==> config.mk <==
export PLATFORM = sky130hd
export DESIGN_NAME = sabr_pipe_ctrl
export DESIGN_NICKNAME = d
export VERILOG_FILES = /design/src/sabr_pkg.sv /design/src/sabr_alu_slide.sv /design/src/sabr_pipe_ctrl.sv
export VERILOG_INCLUDE_DIRS = /design/src
export SDC_FILE = /design/constraint.sdc
export NUM_CORES = 2
export LEC_CHECK = 0
export ABC_AREA = 1
export BUFFER_PORTS_ARGS = -buffer_cell sky130_fd_sc_hd__buf_4
export CAP_MARGIN = 20
export CORE_AREA = 5 5 425 427
export CTS_CLUSTER_SIZE = 8
export DETAILED_ROUTE_END_ITERATION = 7
export DIE_AREA = 0 0 430 432
export SLEW_MARGIN = 5
export SYNTH_ARGS = -nofsm -noshare
export SYNTH_HDL_FRONTEND = slang
export SYNTH_HIERARCHICAL = 1
export SYNTH_SLANG_ARGS = --single-unit
export TNS_END_PERCENT = 1
==> constraint.sdc <==
create_clock -name sys_clk -period 6.8 [get_ports sys_clk]
set_input_delay 0.34 -clock sys_clk [delete_from_list [all_inputs] [get_ports sys_clk]]
set_output_delay 0.34 -clock sys_clk [all_outputs]
set_load 0.1 [all_outputs]
==> src/sabr_defs.svh <==
// sabr_defs.svh: sizes, stage indices and limits of the sliding alu and branch resolve block
// assumes: included by bare name from every sabr file; definitions only
`ifndef SABR_DEFS_SVH
`define SABR_DEFS_SVH

`define SABR_PCW     32 // fetch address width
`define SABR_NSTG    4  // tracked stages: address, cache, memory, writeback
`define SABR_NBR     2  // branch slots per issued group
`define SABR_ST_A    0  // address stage index
`define SABR_ST_C    1  // cache stage index
`define SABR_ST_M    2  // memory stage index
`define SABR_ST_W    3  // writeback stage index
`define SABR_ST_GONE 4  // first position past writeback
`define SABR_PEN_MIN 2  // mispredict penalty in cycles when the flag is known in address
`define SABR_PEN_MAX 5  // mispredict penalty in cycles with the alu point in memory

`endif

==> src/sabr_pkg.sv <==
// sabr_pkg.sv: types shared by the sliding alu and branch resolve logic
// assumes: sabr_defs.svh sits beside this file
`include "sabr_defs.svh"

package sabr_pkg;

  // position of the alu execution point, one-hot
  typedef enum logic [2:0] {
    SABR_X_A = 3'h1,
    SABR_X_C = 3'h2,
    SABR_X_M = 3'h4
  } sabr_xloc_t;

  // what a branch waits for before it can resolve
  typedef enum logic [2:0] {
    SABR_BR_UNC = 3'h0, // unconditional: target check only
    SABR_BR_OLD = 3'h1, // flag not recently written
    SABR_BR_ALU = 3'h2, // flag from an alu instruction
    SABR_BR_CRL = 3'h3, // flag from a condition logical op
    SABR_BR_CTR = 3'h4  // count test after an explicit count load
  } sabr_brk_t;

  typedef struct packed {
    logic                 vld;
    sabr_brk_t            kind;
    logic [1:0]           dep;       // stages the flag producer runs ahead
    logic                 predTaken;
    logic [`SABR_PCW-1:0] predTgt;
    logic [`SABR_PCW-1:0] realTgt;
    logic [`SABR_PCW-1:0] seqPc;     // fall-through address
  } sabr_br_t;

  typedef struct packed {
    logic                        vld;
    logic                        aluUse;
    logic                        loadUsePrev; // uses a load of the previous group
    logic                        loadUseSame; // uses a load of its own group
    logic                        sprMove;     // special_register or whole condition move
    logic                        cmpRec;      // compare or record_bit field update
    sabr_br_t [`SABR_NBR-1:0]    br;
  } sabr_grp_t;

  typedef struct packed {
    logic                        vld;
    sabr_xloc_t                  xPos;
    logic [`SABR_NBR-1:0]        done;
    sabr_br_t [`SABR_NBR-1:0]    br;
  } sabr_stg_t;

  typedef struct packed {
    logic                 vld;
    logic [`SABR_PCW-1:0] pc;
  } sabr_redir_t;

  typedef struct packed {
    sabr_stg_t [`SABR_NSTG-1:0] stg;
    logic                       flush;
    sabr_redir_t                redir;
    logic                       resVld;
    logic                       resMiss;
  } sabr_ctl_t;

  typedef struct packed {
    sabr_xloc_t loc;
  } sabr_sld_t;

endpackage
==> src/sabr_alu_slide.sv <==
// sabr_alu_slide.sv: state machine placing the alu point in address, cache or memory
// assumes: group flags are valid with grp.vld; miss is the same-cycle mispredict
`timescale 1ns/1ps
`include "sabr_defs.svh"

module sabr_alu_slide import sabr_pkg::*; (
  input  wire logic       sys_clk,
  input  wire logic       rst_b,
  input  wire logic       hold,
  input  wire logic       miss,
  input  wire sabr_grp_t  grp,
  input  wire logic       twoIdle,
  output sabr_xloc_t      loc,
  output sabr_xloc_t      nextLoc
);

  sabr_sld_t st;
  sabr_sld_t nxt;
  logic      needM;
  logic      issue;

  // a same-group load use, or a special move in a group without a compare, pushes to memory; compares never do
  assign needM = grp.loadUseSame || (grp.sprMove && !grp.cmpRec);
  assign issue = grp.vld && grp.aluUse && !hold && !miss;

  always_comb begin
    nxt = st;
    if (miss) begin
      nxt.loc = SABR_X_A;
    end else if (hold) begin
      nxt.loc = st.loc;
    end else if (issue) begin
      // only ever later while the alu stays busy
      if (needM) begin
        nxt.loc = SABR_X_M;
      end else if (grp.loadUsePrev && st.loc == SABR_X_A) begin
        nxt.loc = SABR_X_C;
      end else begin
        nxt.loc = st.loc;
      end
    end else begin
      // alu idle this cycle: step back toward address
      case (st.loc)
        SABR_X_M: nxt.loc = twoIdle ? SABR_X_A : SABR_X_C;
        SABR_X_C: nxt.loc = SABR_X_A;
        SABR_X_A: nxt.loc = SABR_X_A;
        default:  nxt.loc = SABR_X_A;
      endcase
    end
  end

  always_ff @(posedge sys_clk or negedge rst_b) begin
    if (!rst_b) begin
      st.loc <= SABR_X_A;
    end else begin
      st <= nxt;
    end
  end

  assign loc     = st.loc;
  assign nextLoc = nxt.loc;
endmodule // sabr_alu_slide

==> src/sabr_pipe_ctrl.sv <==
// sabr_pipe_ctrl.sv: tracks issued groups through address, cache, memory and writeback,
// places the sliding alu point and resolves branches oldest first
// assumes: decode drives one group per cycle; fetch and decode stages live outside;
// condTrue carries each tracked branch's condition, valid once its flag is ready
//
// Summary of operation
// - flows go fetch, decode, address, cache, memory, writeback, one stage per cycle
// - a group moves in lockstep; any stall holds the whole group in place
// - alu point can sit in address, cache or memory; starts in address
// - load data ready after cache; next-cycle consumer moves alu to cache
// - load and consumer in one group move alu to memory
// - special register or whole condition moves push alu to memory; the code skips the push when the group also sets cmpRec
// - compares and record_bit updates of first two fields do not push alu out
// - alu point stays late while the alu keeps being used
// - group without alu steps the point back one stage
// - two alu-free flows may bring it from memory straight to address
// - any mispredict returns the alu point to address at once
// - mispredict found no earlier than the cycle after its flag; penalty two to five
// - resolve checks direction and target; mismatch flushes and redirects fetch
// - every stage holds unresolved branches in any slot with own prediction
// - unconditional branches resolve to check target without waiting for a flag
// - stale flag branches resolve in address; others the stage after the flag
// - one branch resolved per cycle, always the oldest; younger ones wait
// - alu flags are ready the cycle after the alu stage
// - condition logical results are not ready before writeback
// - count branch after an explicit count load waits past that load's writeback
`timescale 1ns/1ps
`include "sabr_defs.svh"

module sabr_pipe_ctrl import sabr_pkg::*; (
  input  wire logic                                sys_clk,
  input  wire logic                                rst_b,
  input  wire logic                                stall,
  input  wire sabr_grp_t                           issueGrp,
  input  wire logic                                nextTwoNoAlu,
  input  wire logic [`SABR_NSTG*`SABR_NBR-1:0]     condTrue,
  output sabr_stg_t [`SABR_NSTG-1:0]               pipeStages,
  output sabr_xloc_t                               xLoc,
  output logic                                     flush,
  output sabr_redir_t                              redirect,
  output logic                                     resolveVld,
  output logic                                     resolveMiss
);

  sabr_ctl_t  st;
  sabr_ctl_t  nxt;
  sabr_xloc_t nextLoc;
  logic       fnd;
  logic       rdy;
  logic       resNow;
  logic       missNow;
  logic       taken;
  int         selS;
  int         selB;
  sabr_br_t   selBr;

  // stage index of an alu position
  function automatic int xIdx(input sabr_xloc_t loc);
    case (loc)
      SABR_X_A: xIdx = `SABR_ST_A;
      SABR_X_C: xIdx = `SABR_ST_C;
      SABR_X_M: xIdx = `SABR_ST_M;
      default:  xIdx = `SABR_ST_A;
    endcase
  endfunction

  // flag readiness of a branch sitting in stage s; the producer sits dep stages ahead
  function automatic logic flagReady(input sabr_br_t br, input int s,
                                     input sabr_stg_t [`SABR_NSTG-1:0] stg);
    int p;
    p = s + int'(br.dep);
    case (br.kind)
      SABR_BR_UNC: flagReady = 1'b1;
      SABR_BR_OLD: flagReady = 1'b1;
      SABR_BR_ALU: begin
        // flag exists the cycle after the producer's own alu stage
        if (p >= `SABR_ST_GONE) begin
          flagReady = 1'b1;
        end else begin
          flagReady = p > xIdx(stg[p].xPos);
        end
      end
      SABR_BR_CRL: flagReady = p >= `SABR_ST_W;
      SABR_BR_CTR: flagReady = p >= `SABR_ST_GONE;
      default:     flagReady = 1'b1;
    endcase
  endfunction

  // find the oldest unresolved branch: highest stage first, then lowest slot
  always_comb begin
    fnd   = 1'b0;
    selS  = 0;
    selB  = 0;
    for (int s = `SABR_NSTG - 1; s >= 0; s--) begin
      for (int b = 0; b < `SABR_NBR; b++) begin
        if (!fnd && st.stg[s].vld && st.stg[s].br[b].vld && !st.stg[s].done[b]) begin
          fnd  = 1'b1;
          selS = s;
          selB = b;
        end
      end
    end
    selBr = st.stg[selS].br[selB];
    // a younger branch never gets a turn while the oldest waits
    rdy   = fnd && flagReady(selBr, selS, st.stg);
    // decided here, ahead of the alu slide, so its next position never loops back into it
    // unconditional branches are always taken; only the target is in doubt
    resNow  = rdy;
    taken   = rdy && ((selBr.kind == SABR_BR_UNC)
           || condTrue[selS * `SABR_NBR + selB]);
    missNow = rdy && ((taken != selBr.predTaken)
           || (taken && (selBr.realTgt != selBr.predTgt)));
  end

  // resolve, flush and advance
  always_comb begin
    nxt           = st;
    nxt.flush     = 1'b0;
    nxt.redir.vld = 1'b0;
    nxt.resVld    = 1'b0;
    nxt.resMiss   = 1'b0;
    if (rdy) begin
      nxt.stg[selS].done[selB] = 1'b1;
      nxt.resVld  = 1'b1;
      nxt.resMiss = missNow;
      if (missNow) begin
        nxt.flush     = 1'b1;
        nxt.redir.vld = 1'b1;
        nxt.redir.pc  = taken ? selBr.realTgt : selBr.seqPc;
        // everything younger than the branch is wrong-path work
        for (int s = 0; s < `SABR_NSTG; s++) begin
          if (s < selS) begin
            nxt.stg[s].vld = 1'b0;
          end
        end
        for (int b = 0; b < `SABR_NBR; b++) begin
          if (b > selB) begin
            nxt.stg[selS].br[b].vld = 1'b0;
          end
        end
      end
    end
    // the stall holds every stage whole, so dep distances stay true
    if (!stall) begin
      for (int s = `SABR_NSTG - 1; s > 0; s--) begin
        nxt.stg[s] = nxt.stg[s - 1];
      end
      nxt.stg[`SABR_ST_A].vld  = issueGrp.vld && !missNow;
      nxt.stg[`SABR_ST_A].xPos = nextLoc;
      nxt.stg[`SABR_ST_A].done = '0;
      nxt.stg[`SABR_ST_A].br   = issueGrp.br;
    end
  end

  always_ff @(posedge sys_clk or negedge rst_b) begin
    if (!rst_b) begin
      st <= '0;
      for (int s = 0; s < `SABR_NSTG; s++) begin
        st.stg[s].xPos <= SABR_X_A;
      end
    end else begin
      st <= nxt;
    end
  end

  // alu point placement; told of the mispredict in the same cycle
  sabr_alu_slide u_slide (
    .sys_clk (sys_clk),
    .rst_b   (rst_b),
    .hold    (stall),
    .miss    (missNow),
    .grp     (issueGrp),
    .twoIdle (nextTwoNoAlu),
    .loc     (xLoc),
    .nextLoc (nextLoc)
  );

  // outputs straight from state
  assign pipeStages  = st.stg;
  assign flush       = st.flush;
  assign redirect    = st.redir;
  assign resolveVld  = st.resVld;
  assign resolveMiss = st.resMiss;
endmodule // sabr_pipe_ctrl

; ---- Yosys cells after proc, flatten, opt, wreduce, memory -nomap -nowiden
; Cells that the tools add are included.
[totals]
inputBits = 224
out_inout_bits = 887
regBits = 887
wordCells = 237
[op_classes]
n_lt_le_gt_ge = 15
n_eq_ne = 10
n_reduce_logical = 58
muxes = 78
add_sub_neg = 2
[ops]
columns = op, n
row1 = $mux W848, 5
row2 = $bwmux W848, 3
row3 = $demux W212 S2, 3
row4 = $mux W884, 1
row5 = $mux W882, 1
row6 = $bmux W212 S2, 2
row7 = $mux W32, 15
row8 = $mux W211, 2
row9 = $mux W205, 2
row10 = $mux W102, 3
row11 = $mux W208, 1
row12 = $mux W206, 1
row13 = $mux W103, 1
row14 = $ge A32 B1 Y1 const B, 2
row15 = $lt A3 B32 Y1 const A, 2
row16 = $lt A32 B4 Y1 const B, 2
row17 = $logic_and A1 B1 Y1, 35
row18 = $add A32 B3 Y32, 1
row19 = $add A32 B32 Y32, 1
row20 = $ge A32 B3 Y1 const B, 1
row21 = $ge A32 B4 Y1 const B, 1
row22 = $gt A1 B32 Y1 const A, 1
row23 = $gt A2 B32 Y1 const A, 1
row24 = $gt A32 B32 Y1, 1
row25 = other kinds (21), 75

; ---- Longest topological paths before layout
[logic_depth]
word_depth = 71
ltp_mapped = 43
mapped_depth_nobuf = 38

; ---- By module
; The synthesis kept the hierarchy.
[modules_own_cells]
columns = mod, seq_area_each_um2, cells_per_inst, n_inst, area_each_um2
row1 = sabr_pipe_ctrl, 22076.2, 5290, 1, 40854.2
row2 = sabr_alu_slide, 76.3, 33, 1, 212.7

; ---- Least setup slack after synthesis
; No wires, ideal clock.
[synth_timing]
path_kind = register to register
startpoint = register st, in the netlist pipeStages[631]
endpoint = register st, in the netlist pipeStages[209]
required_ps = 6717
arrival_ps = 6026
path_stages_with_launch = 44
synth_period_minus_slack_ps = 6110
setup_time_ps = 83
setup_slack_ps = 690
cell_sequence = dfrtp_1 inv_1 nand3_1 nand2_2 nor2_8 nand3_2 nand2_2 inv_2 o21ai_4 buf_4 buf_4 clkbuf_1 buf_1 o21ai_0 o32ai_1 ha_1 fa_1 inv_1 (+8 left out) o21ai_0 inv_1 nand2_1 nand2_1 nand2_1 nand3_2 nor2_1 nand3_2 nand2_4 inv_4 buf_6 nor2_1 nand3_1 nand2_1 nand2_1 nor2_1 nand2_1 o21ai_0
[synth_via]
elab_chain_len = 51
elab_cells_between_ends = 89
[synth_rtl]
columns = item, line_no
row1 = "start, declared", sabr_pipe_ctrl.sv:45  ; sabr_ctl_t st;
row2 = "start signal, assigned", sabr_pipe_ctrl.sv:162  ; st <= nxt;
row3 = $logic_not A1 Y1 (*), sabr_pipe_ctrl.sv:96  ; if (!fnd && st.stg[s].vld && st.stg[s].br[b].vld && !st.stg[s].done[b]) begin
row4 = $logic_and A1 B1 Y1 (*), sabr_pipe_ctrl.sv:96
row5 = $mux W1, sabr_pipe_ctrl.sv:96
row6 = $logic_not A1 Y1, sabr_pipe_ctrl.sv:96
row7 = $logic_and A1 B1 Y1 (3 in series), sabr_pipe_ctrl.sv:96
row8 = $mux W1, sabr_pipe_ctrl.sv:96
row9 = $logic_not A1 Y1, sabr_pipe_ctrl.sv:96
row10 = $logic_and A1 B1 Y1 (3 in series), sabr_pipe_ctrl.sv:96
row11 = (+33 left out), --
row12 = net missNow, sabr_pipe_ctrl.sv:51  ; logic missNow;
row13 = $logic_not A1 Y1, sabr_alu_slide.sv:24  ; assign issue = grp.vld && grp.aluUse && !hold && !miss;
row14 = $logic_and A1 B1 Y1, sabr_alu_slide.sv:24
row15 = $mux W3, sabr_alu_slide.sv:32  ; end else if (issue) begin
row16 = $mux W3, sabr_alu_slide.sv:30  ; end else if (hold) begin
row17 = $mux W3 (*), sabr_alu_slide.sv:28  ; if (miss) begin
row18 = net nextLoc[1], sabr_pipe_ctrl.sv:47  ; sabr_xloc_t nextLoc;
row19 = $mux W848 (*), sabr_pipe_ctrl.sv:144  ; if (!stall) begin
; The timed path passes the listed nets; every way through them passes the cells marked *. The select of a mux whose other input is x is not followed.
; A chain may end at the register's enable or synchronous reset.

; ---- Final worst setup path
[layout_timing]
startpoint = register st, in the netlist pipeStages[847]
endpoint = register st, in the netlist pipeStages[208]
[layout_via]
elab_chain_len = 66
elab_cells_between_ends = 109
[layout_rtl]
columns = item, line_no
row1 = $logic_and A1 B1 Y1 (2 in series), sabr_pipe_ctrl.sv:96
row2 = $mux W1, sabr_pipe_ctrl.sv:96
row3 = $logic_not A1 Y1, sabr_pipe_ctrl.sv:96
row4 = $logic_and A1 B1 Y1 (3 in series), sabr_pipe_ctrl.sv:96
row5 = $mux W1, sabr_pipe_ctrl.sv:96
row6 = $logic_not A1 Y1, sabr_pipe_ctrl.sv:96
row7 = $logic_and A1 B1 Y1 (3 in series), sabr_pipe_ctrl.sv:96
row8 = $mux W1, sabr_pipe_ctrl.sv:96
row9 = (+46 left out), --
row10 = $logic_and A1 B1 Y1 (*), sabr_pipe_ctrl.sv:111  ; missNow = rdy && ((taken != selBr.predTaken)
row11 = $logic_not A1 Y1, sabr_alu_slide.sv:24
row12 = $logic_and A1 B1 Y1, sabr_alu_slide.sv:24
row13 = $mux W3, sabr_alu_slide.sv:32
row14 = $mux W3, sabr_alu_slide.sv:30
row15 = $mux W3 (*), sabr_alu_slide.sv:28
row16 = net nextLoc[0], sabr_pipe_ctrl.sv:47
row17 = $mux W848 (*), sabr_pipe_ctrl.sv:144
; Marks and branches as above.

==> results.md <==
* M1 WL at 91.5 mm
* Worst min-delay path class: primary input to flop
* Pre-antenna DRT Iters at 6
* Post-Syn Area at approximately 40000 um2
* Psw at roughly 16 mW
* Fillers at about 18000
* Core Area at 176000 um2
* PwrDens at between 500 and 600 nW/um2
* Slowest cell on the critical path: dlygate4sd3_1
* Power share of the clock group at between 20 and 25%
* CTS tree: built
* Area growth, synth to finish at 40.7%
* Worst skew pair latency at around 800 ps
* H-tree depth at 4
* Metal2 WL at ~110 mm
* First-pass GRT wire length at between 300 and 400 mm
* VDD IR-drop max at 412 uV
* Asr flop ratio synth at 100%
* Starting Density at between 20% and 30%
* Syn Nets at roughly 5600
* Share of layout cells above drive strength 1 at 21.0%
* Switching Fraction at a little under three fifths
* Yosys warnings at 6
* DRC at 0
* Post-synth EDFFs at 0
* DP HPWL at roughly 170 mm
* Largest net degree at the start of global routing at roughly 250
* Combined area of the multi-input logic cells at roughly 16000 um2
* CP Data Arrival Time at between 6000 and 7000 ps
* Row count at about 150
* Non-Filler Instances at 8913
* Congestion Overflow GR at 0
* Hold slack at approximately 210 ps
* CP dominant cell by count: nand2_1
* Slew @ Worst Pin at ~1000 ps
* Num CTS Buffers at about 130
* Static leakage at approximately 29 nW
* RSZ-0062 raised after global routing: false
* Die footprint at 186000 um2
* Final setup viols at 0
* Mean Syn Cell Area at around 7.7 um2
* WP data required at between 7000 and 8000 ps
* CP peak stage delay at 580 ps
* Final hold vios at 0
* Post-Route WL at 229 mm
* Design Area, Final at around 58000 um2
* Area post-placement at 51700 um2
* CTS root buf: clkbuf_16
* Highest clock rate at 160 MHz
* P_int at about 13 mW
* Ys flop type: dfrtp_1
* Max-Cap Viols at 0
* CTS clk-pin slew, worst paths at approximately 60 ps
* Post-synthesis instance total at about 5300
* Clk buf depth at 3
* Die height at between 400 and 500 um
* Register area share after synthesis at a little over half
* Via/cell ratio at between 4 and 5
* NumNets Final at between 6000 and 7000
* Setup_tns at 0 ps
* Number of synthesized register bits at 885
* Final Util at 32.9%
* GRT Overall Usage at between 20% and 30%
* # clock sinks at between 800 and 900
* Sequential group share of total power at a little under a quarter
* Detail Route Antenna Nets at 0
* Gpl congestion at around 0.95
* WL met3 at 19.6 mm
* Initial drt markers at approximately 4500
* Initial antenna violation count at 13
* Startpoint types: flop
* Critical path's top delay family: simple AND/OR/NAND/NOR gates
* R2R setup slack at 550 ps
* Crit. End Element: flop
* Port Buffer Count at between 1000 and 1500
* Combinational Power Share at a little over half
* Worst rel slew slack at between 30 and 40%
* Sequential Area at about 22000 um2
* Die Width at approximately 430 um
* Final period util at between 90 and 100%
* Avg WL per Cell at approximately 26 um
* I/O pins at around 1100
* Max Slew Vio Count at 0
* Crit path time final at ~6300 ps
* CP max FO at 36
* Critical path class: flop to flop
* Top layer in use: met5
* Placed cells at 8515
* Netlist cell types at 44
* Final Skew at 33.2 ps
* Vias at between 40000 and 50000
* Vias in the first global route at approximately 40000
* Outcome: finished, final reports clean
* WP buf/inv at 5
==> logic make-up (layout without fill, tap and decap cells) <==
family	count (synthesis)	count (layout)	synth area share (%)
AO/OA/AOI/OAI	1034	1034	13.4
adder cells (fa/ha/maj)	3	3	0.110
flip-flops	885	885	53.9
AND/OR/NAND/NOR	2550	2551	24.3
buffers and inverters	851	2096	8.21
other	0	4	0
==> synth_stat cells, types with 2 or more instances <==
cell | count | area, um2
nand2_2 | 3 | 18.8
buf_1 | 10 | 37.5
a21oi_1 | 28 | 140
buf_2 | 63 | 315
dfrtp_1 | 880 | 22000
o21ai_0 | 835 | 4180
ha_1 | 2 | 25.0
nor2_4 | 3 | 33.8
nor2_2 | 5 | 31.3
o21ai_1 | 22 | 110
nand3_1 | 122 | 611
a22o_1 | 2 | 17.5
clkbuf_1 | 225 | 845
inv_2 | 5 | 18.8
o221ai_1 | 2 | 17.5
buf_6 | 4 | 45.0
dfstp_2 | 5 | 131
o2111ai_1 | 31 | 272
nor2_1 | 217 | 815
inv_1 | 525 | 1970
buf_4 | 18 | 135
nand2_1 | 2149 | 8070
nand4_1 | 6 | 37.5
nand3_2 | 4 | 40.0
nand3b_1 | 30 | 225
o311ai_0 | 8 | 70.1
o22ai_1 | 69 | 432
a31oi_1 | 25 | 156
o32ai_1 | 2 | 17.5
o211ai_1 | 2 | 15.0
o21bai_1 | 3 | 22.5
or2_2 | 6 | 37.5
==> flip-flops by register name, summed over array words and instances, names as in the netlist <==
name,cells
resolveVld,1
flush,1
pipeStages,848
u_slide/loc,3
redirect,32
==> final timing paths <==
check	startpoint	endpoint	cells past startpoint
max	pipeStages[847]$_DFFE_PN0P_	pipeStages[208]$_DFFE_PN1N_	35
min	issueGrp[210]	u_slide/loc[2]$_DFF_PN0_	5
max reg2reg	pipeStages[847]$_DFFE_PN0P_	pipeStages[208]$_DFFE_PN1N_	35
min reg2reg	redirect[6]$_DFFE_PN0P_	redirect[6]$_DFFE_PN0P_	2
max in group asynchronous	rst_b	pipeStages[155]$_DFFE_PN0N_	4
min in group asynchronous	rst_b	pipeStages[185]$_DFFE_PN0N_	2
==> routing by layer <==
layer	vias to the layer above	GRT usage (%)
li1	19200	-
met1	20900	29.6
met2	1987	37.4
met3	406	6.53
met4	2	10.9
met5	-	0
==> layout make-up <==
class | instances | area share (%)
antenna | 4 | 0.0173
sequential | 885 | 38.3
timing repair buffer | 1392 | 19.4
tap | 2340 | 5.07
timing repair inverter | 1 | 0.0152
clock buffer | 154 | 6.08
clock inverter | 18 | 0.546
inverter | 531 | 3.51
multi-input combinational | 3588 | 27.0
==> through the flow <==
stage / total power, mW / worst slack, ps
global placement: 22.8 / 501
CTS: 29.4 / 33.4
finish: 29.2 / 548
detailed placement: 22.8 / 520
floorplan: 16.9 / 690
global route: 30.5 / 89.8
==> placed cells by master, fill, tap and decap left out, types with 6 or more instances in the layout <==
| cell | n |
|---|---|
| nand3_1 | 122 |
| a31oi_1 | 25 |
| a21oi_1 | 28 |
| dfrtp_1 | 880 |
| clkbuf_16 | 137 |
| nand3b_1 | 30 |
| o311ai_0 | 8 |
| dlygate4sd3_1 | 215 |
| o22ai_1 | 69 |
| bufinv_16 | 6 |
| nand2_1 | 2149 |
| or2_2 | 6 |
| o2111ai_1 | 31 |
| buf_12 | 17 |
| nor2_1 | 217 |
| clkbuf_1 | 15 |
| o21ai_0 | 835 |
| inv_6 | 7 |
| buf_4 | 1158 |
| o21ai_1 | 22 |
| nand4_1 | 6 |
| inv_1 | 524 |
==> timing repair <==
action / CTS / global route
setup buffers: 0 / 5
gates resized for setup: 0 / 6
endpoints found under the setup margin: 0 / 4
hold buffers: 215 / 0
endpoints found under the hold margin: 354 / 0
==> power groups by stage <==
stage | registers (mW) | logic, mW | clock network, mW
floorplan | 12.0 | 4.87 | 0
detailed placement | 6.88 | 15.9 | 0
global route | 6.91 | 16.9 | 6.72
CTS | 6.81 | 16.0 | 6.54
finish | 6.84 | 16.0 | 6.40
global placement | 6.86 | 15.9 | 0
==> worst register-to-register path: cells and delay by family, from the launching register on <==
family | cells | cell delay (ps)
AOI/OAI and AO/OA | 8 | 1240
adders and majority gates | 3 | 1030
buffers and inverters | 5 | 980
DFF | 1 | 450
and+or+nand+nor | 19 | 2510
Power figures use the tool's default switching activity.
